[config.mk]
export PLATFORM = sky130hd
export DESIGN_NAME = hcc_link_cfg
export DESIGN_NICKNAME = d
export VERILOG_FILES = /design/src/hcc_link_cfg.v
export VERILOG_INCLUDE_DIRS = /design/src /design/src/src
export SDC_FILE = /design/constraint.sdc
export NUM_CORES = 1
export LEC_CHECK = 0
export BUFFER_PORTS_ARGS = -buffer_cell sky130_fd_sc_hd__buf_2
export CAP_MARGIN = 15
export CORE_MARGIN = 2
export CORE_UTILIZATION = 56
export CTS_CLUSTER_DIAMETER = 30
export DETAILED_ROUTE_END_ITERATION = 10
export PLACE_DENSITY = 0.9
export REMOVE_ABC_BUFFERS = 1
export SLEW_MARGIN = 30
export SYNTH_ARGS = -nofsm -noshare
export SYNTH_HDL_FRONTEND = slang
export SYNTH_SLANG_ARGS = --single-unit
[constraint.sdc]
create_clock -name CLK_I -period 2.7 [get_ports CLK_I]
set_input_delay 0 -clock CLK_I [delete_from_list [all_inputs] [get_ports CLK_I]]
set_output_delay 0 -clock CLK_I [all_outputs]
set_load 0.01 [all_outputs]
[src/hcc_defs.vh]
// hcc_defs.vh - register offsets, field positions and reset values for the
// link code and channel configuration block.
// assumes: included by bare name from the design file, nothing else needed.
`ifndef HCC_DEFS_VH
`define HCC_DEFS_VH

// ---------------------------------------------------------------------
// register offsets on the parallel control port
// ---------------------------------------------------------------------
`define HCC_ADDR_TX_CODE_CTRL   8'h07
`define HCC_ADDR_TX_FIFO_PORT   8'h08
`define HCC_ADDR_RX_CHAN_CTRL   8'h90
`define HCC_ADDR_RX_BIT_SUPP    8'h91

// ---------------------------------------------------------------------
// field positions
// ---------------------------------------------------------------------
`define HCC_SEND_CODE_TRIGGER   7
`define HCC_LINK_SOURCE_SELECT  6
`define HCC_CODE_WORD_LAST_BIT  5
`define HCC_CODE_WORD_FIRST_BIT 0
`define HCC_RX_CHAN_MODE_EN     7
`define HCC_RX_CHAN_SEL_MODE    5
`define HCC_RX_CHAN_NUM_MSB     4
`define HCC_RX_CHAN_NUM_LSB     0

// ---------------------------------------------------------------------
// reset values, masks and the last code bit index
// ---------------------------------------------------------------------
`define HCC_RST_TX_CODE_CTRL    8'h00
`define HCC_RST_RX_CHAN_CTRL    8'h00
`define HCC_RST_RX_BIT_SUPP     8'h00
`define HCC_RX_CHAN_CTRL_MASK   8'hbf
`define HCC_CODE_LAST_INDEX     3'h5

`endif

[src/hcc_link_cfg.v]
// hcc_link_cfg.v - configuration registers of the data-link controller:
// transmit code sending, transmit link source, transmit fifo write port
// and receive channel mapping with per-bit suppression.
// assumes: one clock, synchronous active-low reset, single-cycle read and
// write strobes on the parallel control port, and bit strobes from the
// framer timing that are one clock wide.
`include "hcc_defs.vh"

module hcc_link_cfg #(
  parameter CODE_REPEAT = 8'd10           // code words sent per trigger
) (
  input  wire        CLK_I,               // 25 mhz framer clock
  input  wire        RST_N_I,             // synchronous reset, active low
  input  wire [7:0]  ADDR_I,              // register address
  input  wire [7:0]  WDATA_I,             // write data
  input  wire        WR_I,                // write strobe, one cycle
  input  wire        RD_I,                // read strobe, one cycle
  output reg  [7:0]  RDATA_O,             // read data, held until next read
  output reg  [7:0]  FIFO_DATA_O,         // byte for the transmit fifo
  output reg         FIFO_WR_O,           // one-cycle fifo write pulse
  input  wire        TX_BIT_STB_I,        // one pulse per link bit time
  input  wire        EXT_LINK_DATA_I,     // external link data input
  input  wire        HDLC_TX_DATA_I,      // bit from hdlc engine
  output reg         HDLC_TX_ADV_O,       // hdlc bit consumed, pulse
  output reg         TX_LINK_DATA_O,      // bit placed on the data link
  output reg         CODE_ACTIVE_O,       // code send in progress
  input  wire        RX_FDL_BIT_I,        // received data link bit
  input  wire        RX_FDL_STB_I,        // strobe for data link bit
  input  wire        RX_DATA_I,           // received line data bit
  input  wire        RX_BIT_STB_I,        // strobe for line data bit
  input  wire [4:0]  RX_CHAN_I,           // current channel number
  input  wire [2:0]  RX_BIT_POS_I,        // bit in channel, 0 is bit 1
  input  wire [23:0] RX_CHAN_BLOCK_I,     // channel block selection set
  output reg         RX_HDLC_DATA_O,      // bit for receive hdlc engine
  output reg         RX_HDLC_STB_O        // strobe for that bit
);

  // -------------------------------------------------------------------
  // storage
  // -------------------------------------------------------------------
  reg [7:0] tx_link_code_control;         // trigger, source, code word
  reg [7:0] rx_hdlc_channel_control;      // enable, mode, channel number
  reg [7:0] rx_hdlc_bit_suppress;         // per-bit suppress
  reg [2:0] code_bit;                     // index of code bit on the link
  reg [7:0] code_left;                    // code words still to send
  reg       code_start;                   // pulse: trigger went 0 to 1

  // -------------------------------------------------------------------
  // decode
  // -------------------------------------------------------------------
  // true when the write strobe targets the given offset
  function wr_hit;
    input [7:0] addr;
    input       wr;
    input [7:0] target;
    begin
      wr_hit = wr && (addr == target);
    end
  endfunction

  wire wr_code = wr_hit(ADDR_I, WR_I, `HCC_ADDR_TX_CODE_CTRL);
  wire wr_fifo = wr_hit(ADDR_I, WR_I, `HCC_ADDR_TX_FIFO_PORT);
  wire wr_chan = wr_hit(ADDR_I, WR_I, `HCC_ADDR_RX_CHAN_CTRL);
  wire wr_supp = wr_hit(ADDR_I, WR_I, `HCC_ADDR_RX_BIT_SUPP);

  // -------------------------------------------------------------------
  // register writes
  // -------------------------------------------------------------------
  // software writes; the trigger edge is taken from old and new value
  always @(posedge CLK_I) begin
    if (!RST_N_I) begin
      tx_link_code_control    <= `HCC_RST_TX_CODE_CTRL;
      rx_hdlc_channel_control <= `HCC_RST_RX_CHAN_CTRL;
      rx_hdlc_bit_suppress    <= `HCC_RST_RX_BIT_SUPP;
      code_start              <= 1'b0;
    end else begin
      code_start <= wr_code && WDATA_I[`HCC_SEND_CODE_TRIGGER] &&
                    !tx_link_code_control[`HCC_SEND_CODE_TRIGGER];
      if (wr_code) begin
        tx_link_code_control <= WDATA_I;
      end
      if (wr_chan) begin
        // unassigned bit 6 is kept at zero
        rx_hdlc_channel_control <= WDATA_I & `HCC_RX_CHAN_CTRL_MASK;
      end
      if (wr_supp) begin
        rx_hdlc_bit_suppress <= WDATA_I;
      end
    end
  end

  // -------------------------------------------------------------------
  // read port and fifo write port
  // -------------------------------------------------------------------
  // read data is captured on the read strobe; fifo port reads as zero
  always @(posedge CLK_I) begin
    if (!RST_N_I) begin
      RDATA_O     <= 8'h00;
      FIFO_DATA_O <= 8'h00;
      FIFO_WR_O   <= 1'b0;
    end else begin
      // byte passed with bit order kept
      FIFO_WR_O <= wr_fifo;
      if (wr_fifo) begin
        FIFO_DATA_O <= WDATA_I;
      end
      if (RD_I) begin
        case (ADDR_I)
          `HCC_ADDR_TX_CODE_CTRL: begin
            RDATA_O <= tx_link_code_control;
          end
          `HCC_ADDR_RX_CHAN_CTRL: begin
            RDATA_O <= rx_hdlc_channel_control;
          end
          `HCC_ADDR_RX_BIT_SUPP: begin
            RDATA_O <= rx_hdlc_bit_suppress;
          end
          default: begin
            RDATA_O <= 8'h00;
          end
        endcase
      end
    end
  end

  // -------------------------------------------------------------------
  // transmit code sequencer
  // -------------------------------------------------------------------
  wire internal_src = tx_link_code_control[`HCC_LINK_SOURCE_SELECT];
  wire code_bit_now = tx_link_code_control[code_bit];

  // walks the code word once per repeat, one bit per link bit time
  always @(posedge CLK_I) begin
    if (!RST_N_I) begin
      CODE_ACTIVE_O <= 1'b0;
      code_bit      <= 3'h0;
      code_left     <= 8'h00;
    end else if (code_start) begin
      // a new trigger restarts the word from its first bit
      CODE_ACTIVE_O <= 1'b1;
      code_bit      <= 3'h0;
      code_left     <= CODE_REPEAT;
    end else if (CODE_ACTIVE_O && TX_BIT_STB_I) begin
      // bit 0 first, bit 5 last
      if (code_bit == `HCC_CODE_LAST_INDEX) begin
        code_bit <= 3'h0;
        if (code_left <= 8'h01) begin
          CODE_ACTIVE_O <= 1'b0;
          code_left     <= 8'h00;
        end else begin
          code_left <= code_left - 8'h01;
        end
      end else begin
        code_bit <= code_bit + 3'h1;
      end
    end
  end

  // -------------------------------------------------------------------
  // transmit link multiplexer
  // -------------------------------------------------------------------
  // picks the source of each link bit on the bit strobe
  always @(posedge CLK_I) begin
    if (!RST_N_I) begin
      TX_LINK_DATA_O <= 1'b1;
      HDLC_TX_ADV_O  <= 1'b0;
    end else begin
      HDLC_TX_ADV_O <= 1'b0;
      if (TX_BIT_STB_I) begin
        if (!internal_src) begin
          TX_LINK_DATA_O <= EXT_LINK_DATA_I;
        end else if (CODE_ACTIVE_O) begin
          TX_LINK_DATA_O <= code_bit_now;
        end else begin
          TX_LINK_DATA_O <= HDLC_TX_DATA_I;
          HDLC_TX_ADV_O  <= 1'b1;
        end
      end
    end
  end

  // -------------------------------------------------------------------
  // receive channel mapping
  // -------------------------------------------------------------------
  wire       chan_mode_en = rx_hdlc_channel_control[`HCC_RX_CHAN_MODE_EN];
  wire       chan_sel_blk = rx_hdlc_channel_control[`HCC_RX_CHAN_SEL_MODE];
  wire [4:0] chan_num = rx_hdlc_channel_control[`HCC_RX_CHAN_NUM_MSB:
                                                `HCC_RX_CHAN_NUM_LSB];
  // channels outside the 24-slot set never match the block
  wire       blk_hit  = (RX_CHAN_I < 5'd24) && RX_CHAN_BLOCK_I[RX_CHAN_I];
  wire       chan_hit = chan_sel_blk ? blk_hit : (RX_CHAN_I == chan_num);
  wire       bit_keep = !rx_hdlc_bit_suppress[RX_BIT_POS_I];

  // hands the chosen bits to the receive hdlc engine
  always @(posedge CLK_I) begin
    if (!RST_N_I) begin
      RX_HDLC_DATA_O <= 1'b0;
      RX_HDLC_STB_O  <= 1'b0;
    end else if (!chan_mode_en) begin
      RX_HDLC_STB_O <= RX_FDL_STB_I;
      if (RX_FDL_STB_I) begin
        RX_HDLC_DATA_O <= RX_FDL_BIT_I;
      end
    end else begin
      RX_HDLC_STB_O <= RX_BIT_STB_I && chan_hit && bit_keep;
      if (RX_BIT_STB_I && chan_hit && bit_keep) begin
        RX_HDLC_DATA_O <= RX_DATA_I;
      end
    end
  end

endmodule

==> out/results.ini <==
[clock_tree]
clk_latency_ns = 0.33
clockBufferDepth = 2
postCtsSetupBuffers = 0
clock_sinks = 57
cts_tree = built
numCtsBuffers = 9
root_buffer = clkbuf_8
clkTransAtPathRegs_ns = 0.07
cts_resized = 0
htreeDepth = 3

[timing]
slew_headroom_pct = 44.3
rsz0062_at_grt = false
worst_pin_slew_ns = 0.829
timing.hold.ws_ns = 0.0437
hold_viol_final = 0
setup_viol = 0
post-route-period-util_pct = 80.3
setup_tns_ns = 0
post-route-min-period_ns = 2.17
finClkSkew_ns = 0.00805
fmax_mhz = 461
slew_violations = 0

[floorplanning]
die_w_um = 75.3
core_area_mm2 = 0.00482
fp.dieArea_mm2 = 0.00566
fp.dieH_um = 75.3
pin_count = 81
rows = 25
floorplan.initialDensity_pct = 59.0

[cells_and_area]
multi_input_area_mm2 = 0.00158
drive_above_1_share_pct = 27.6
finalNetCount = 465
n_fill_cell = 356
antenna_cells = 0
seqCellArea_mm2 = 0.00114
syn_to_final_growth_pct = 27.5

[yosys]
yosys_warnings = 0
postSynthAreaPerCell_um2 = 9.11
synth_cells = 312
synth-seq-area-share_pct = 40.1
ys.flop_type = dfxtp_1
synth.distinct_cells = 47
synth.ff_latch_count = 57
synth.most_common_cell = dfxtp_1
synth_edf_count = 0
netlist_area_mm2 = 0.00284
synth.area.top_cells = dfxtp_1 (40%), a21boi_0 (6.1%), nand2_1 (5.4%), mux2i_1 (4.9%), nand3_1 (4.9%)
synth_largest_area_cell = dfxtp_1
synth_commonest_cells = dfxtp_1 (57), nand2_1 (41), nand3_1 (28)
yosysTopAreaCellShare_pct = 40.1
synthArstFlopShare_pct = 0

[grt]
grt_use_total_pct = 26.1
grt_max_degree = 28
use_met3_pct = 6.83
busiest_layer = met2
grt_pass1_vias = 2483
grt_antenna_before_repair = 0
grt_pass1_wl_mm = 11.3
gr-usage-met2_pct = 43.6
grt-ovfl-total = 0
met1_usage_pct = 32.5

[setup_path]
crit_path_start_kind = flip-flop
crit_end = TX_LINK_DATA_O
arrival_ns = 2.39
cp_max_fo = 7
crit_top_cell = o2111ai_1
reg2regPathDepth = 6
cp-end-kind = flip-flop
slowest_delay_ns = 0.56
r2r_slack_ns = 0.53
critPathRequiredTime_ns = 2.92
r2r-end = TX_LINK_DATA_O
path_cells = mux4_2 > nand2_1 > o311ai_0 > o2111ai_1 > o2111ai_1 > dlygate4sd3_1
crit_slowest_cell = dlygate4sd3_1
path_class = reg -> reg
r2r_start = code_bit[1]
crit_path_start = code_bit[1]

[worst_hold_path]
hp-class = in -> reg

[power]
leakagePower_nw = 1.40
power_density_mw_per_mm2 = 496
ir_worst_vdd_mv = 0.402

[route]
vias_per_cell = 5.68
vias = 2705
wl_mm = 7.01
drc = 0
drtPass1Iterations = 5
drt_iter0_markers = 163
wire_per_inst_um = 14.7
ant_nets = 0

[status]
outcome = finished, final reports clean

[place]
io_buffers = 80
place_hpwl_mm = 5.00
gp_congestion = 0.847

[run]
cap_violations = 0

==> routing by layer <==
| metal | share of wire, % | wire length [um] |
|---|---|---|
| met1 | 40 | 2820 |
| met2 | 49 | 3430 |
| met3 | 8.7 | 608 |
| met4 | 2.1 | 148 |
| met5 | 0 | 0 |
==> layout by cell type (no fill, tap or decap), types with 2 or more instances in the layout <==
cell            n
mux4_2          5
inv_1          12
dlygate4sd3_1  13
o22ai_1         7
buf_2          80
mux4_1          2
clkbuf_8       11
mux2i_1        14
nand2_1        41
ha_1            2
xor2_1          4
a21boi_0       23
nor4_1          3
nor3_2          2
nand3b_1        3
nor2_1         14
o21a_1          2
nand2b_1        5
a211oi_1        2
o21ai_0         4
nor3_1          7
xnor2_1         8
and2_1          8
clkinv_2        3
o2111ai_1       3
buf_4           5
a21oi_1         4
nand3_1        28
a222oi_1        7
nor2b_1        12
dfxtp_1        57
==> registers in the layout (all words and copies together) (netlist names) <==
register	count
TX_LINK_DATA_O	1
code_left	8
RDATA_O	8
rx_hdlc_bit_suppress	8
RX_HDLC_STB_O	1
rx_hdlc_channel_control	7
FIFO_WR_O	1
HDLC_TX_ADV_O	1
FIFO_DATA_O	8
code_bit	3
CODE_ACTIVE_O	1
RX_HDLC_DATA_O	1
code_start	1
tx_link_code_control	8
==> power breakdown <==
group,total [W],internal (W),leakage (nW),switching (W)
sequential,0.000847,0.000845,0.460,0.00000211
clock,0.000800,0.000473,0.109,0.000327
combinational,0.000150,0.0000792,0.830,0.0000709
total,0.00180,0.00140,1.40,0.000400
==> kinds of logic after synthesis <==
logic type	share of synthesized area, %
DFF	40.1
muxes	10.7
AOI/OAI and AO/OA	16.6
buffers and inverters	4.27
xor gates and xnor gates	3.70
adders and majority gates	0.880
and+or+nand+nor	23.7
==> what timing repair did <==
action | in CTS | in global routing
hold buffers | 13 | 0
hold endpoints to repair | 23 | 0
endpoints found under the setup margin | 0 | 0
==> stage by stage <==
| step | power, W | setup WS (ns) | utilization [%] | cell area, um^2 | instances |
|---|---|---|---|---|---|
| after global placement | 0.000996 | 0.891 | 68.3 | 3290 | 447 |
| final | 0.00180 | 0.531 | 75.2 | 3620 | 476 |
| after detailed placement | 0.00100 | 0.868 | 68.3 | 3290 | 447 |
| after global routing | 0.00186 | 0.428 | 75.2 | 3620 | 476 |
| after floorplan | 0.000915 | 0.966 | - | 2770 | 295 |
| after CTS | 0.00181 | 0.514 | 75.2 | 3620 | 476 |
==> worst max-delay path: cells and delay by family, from the launching register on <==
kind,cells,cell delay (ns)
flops,1,0.47
mux,1,0.54
compound gates,3,0.42
buf+inv,1,0.56
simple gates,1,0.08
==> area by class of cell <==
type	instances	share of cell area, %
multi-input combinational	226	43.6
sequential	57	31.5
timing repair buffer	98	15.7
clock buffer	11	4.18
tap	67	2.31
clock inverter	5	1.48
inverter	12	1.24
==> how the worst min path moves through the flow <==
stage                                end  slack, ns  depth (start not counted)             from
after CTS                  HDLC_TX_ADV_O       0.02                          2     TX_BIT_STB_I
after global placement    TX_LINK_DATA_O       0.25                          3  EXT_LINK_DATA_I
after floorplan           TX_LINK_DATA_O       0.10                          1          RST_N_I
after detailed placement  TX_LINK_DATA_O       0.27                          3  EXT_LINK_DATA_I
final                      HDLC_TX_ADV_O       0.04                          2     TX_BIT_STB_I
after global routing       HDLC_TX_ADV_O       0.06                          2     TX_BIT_STB_I
No activity file was read; power rests on OpenSTA's default activity.
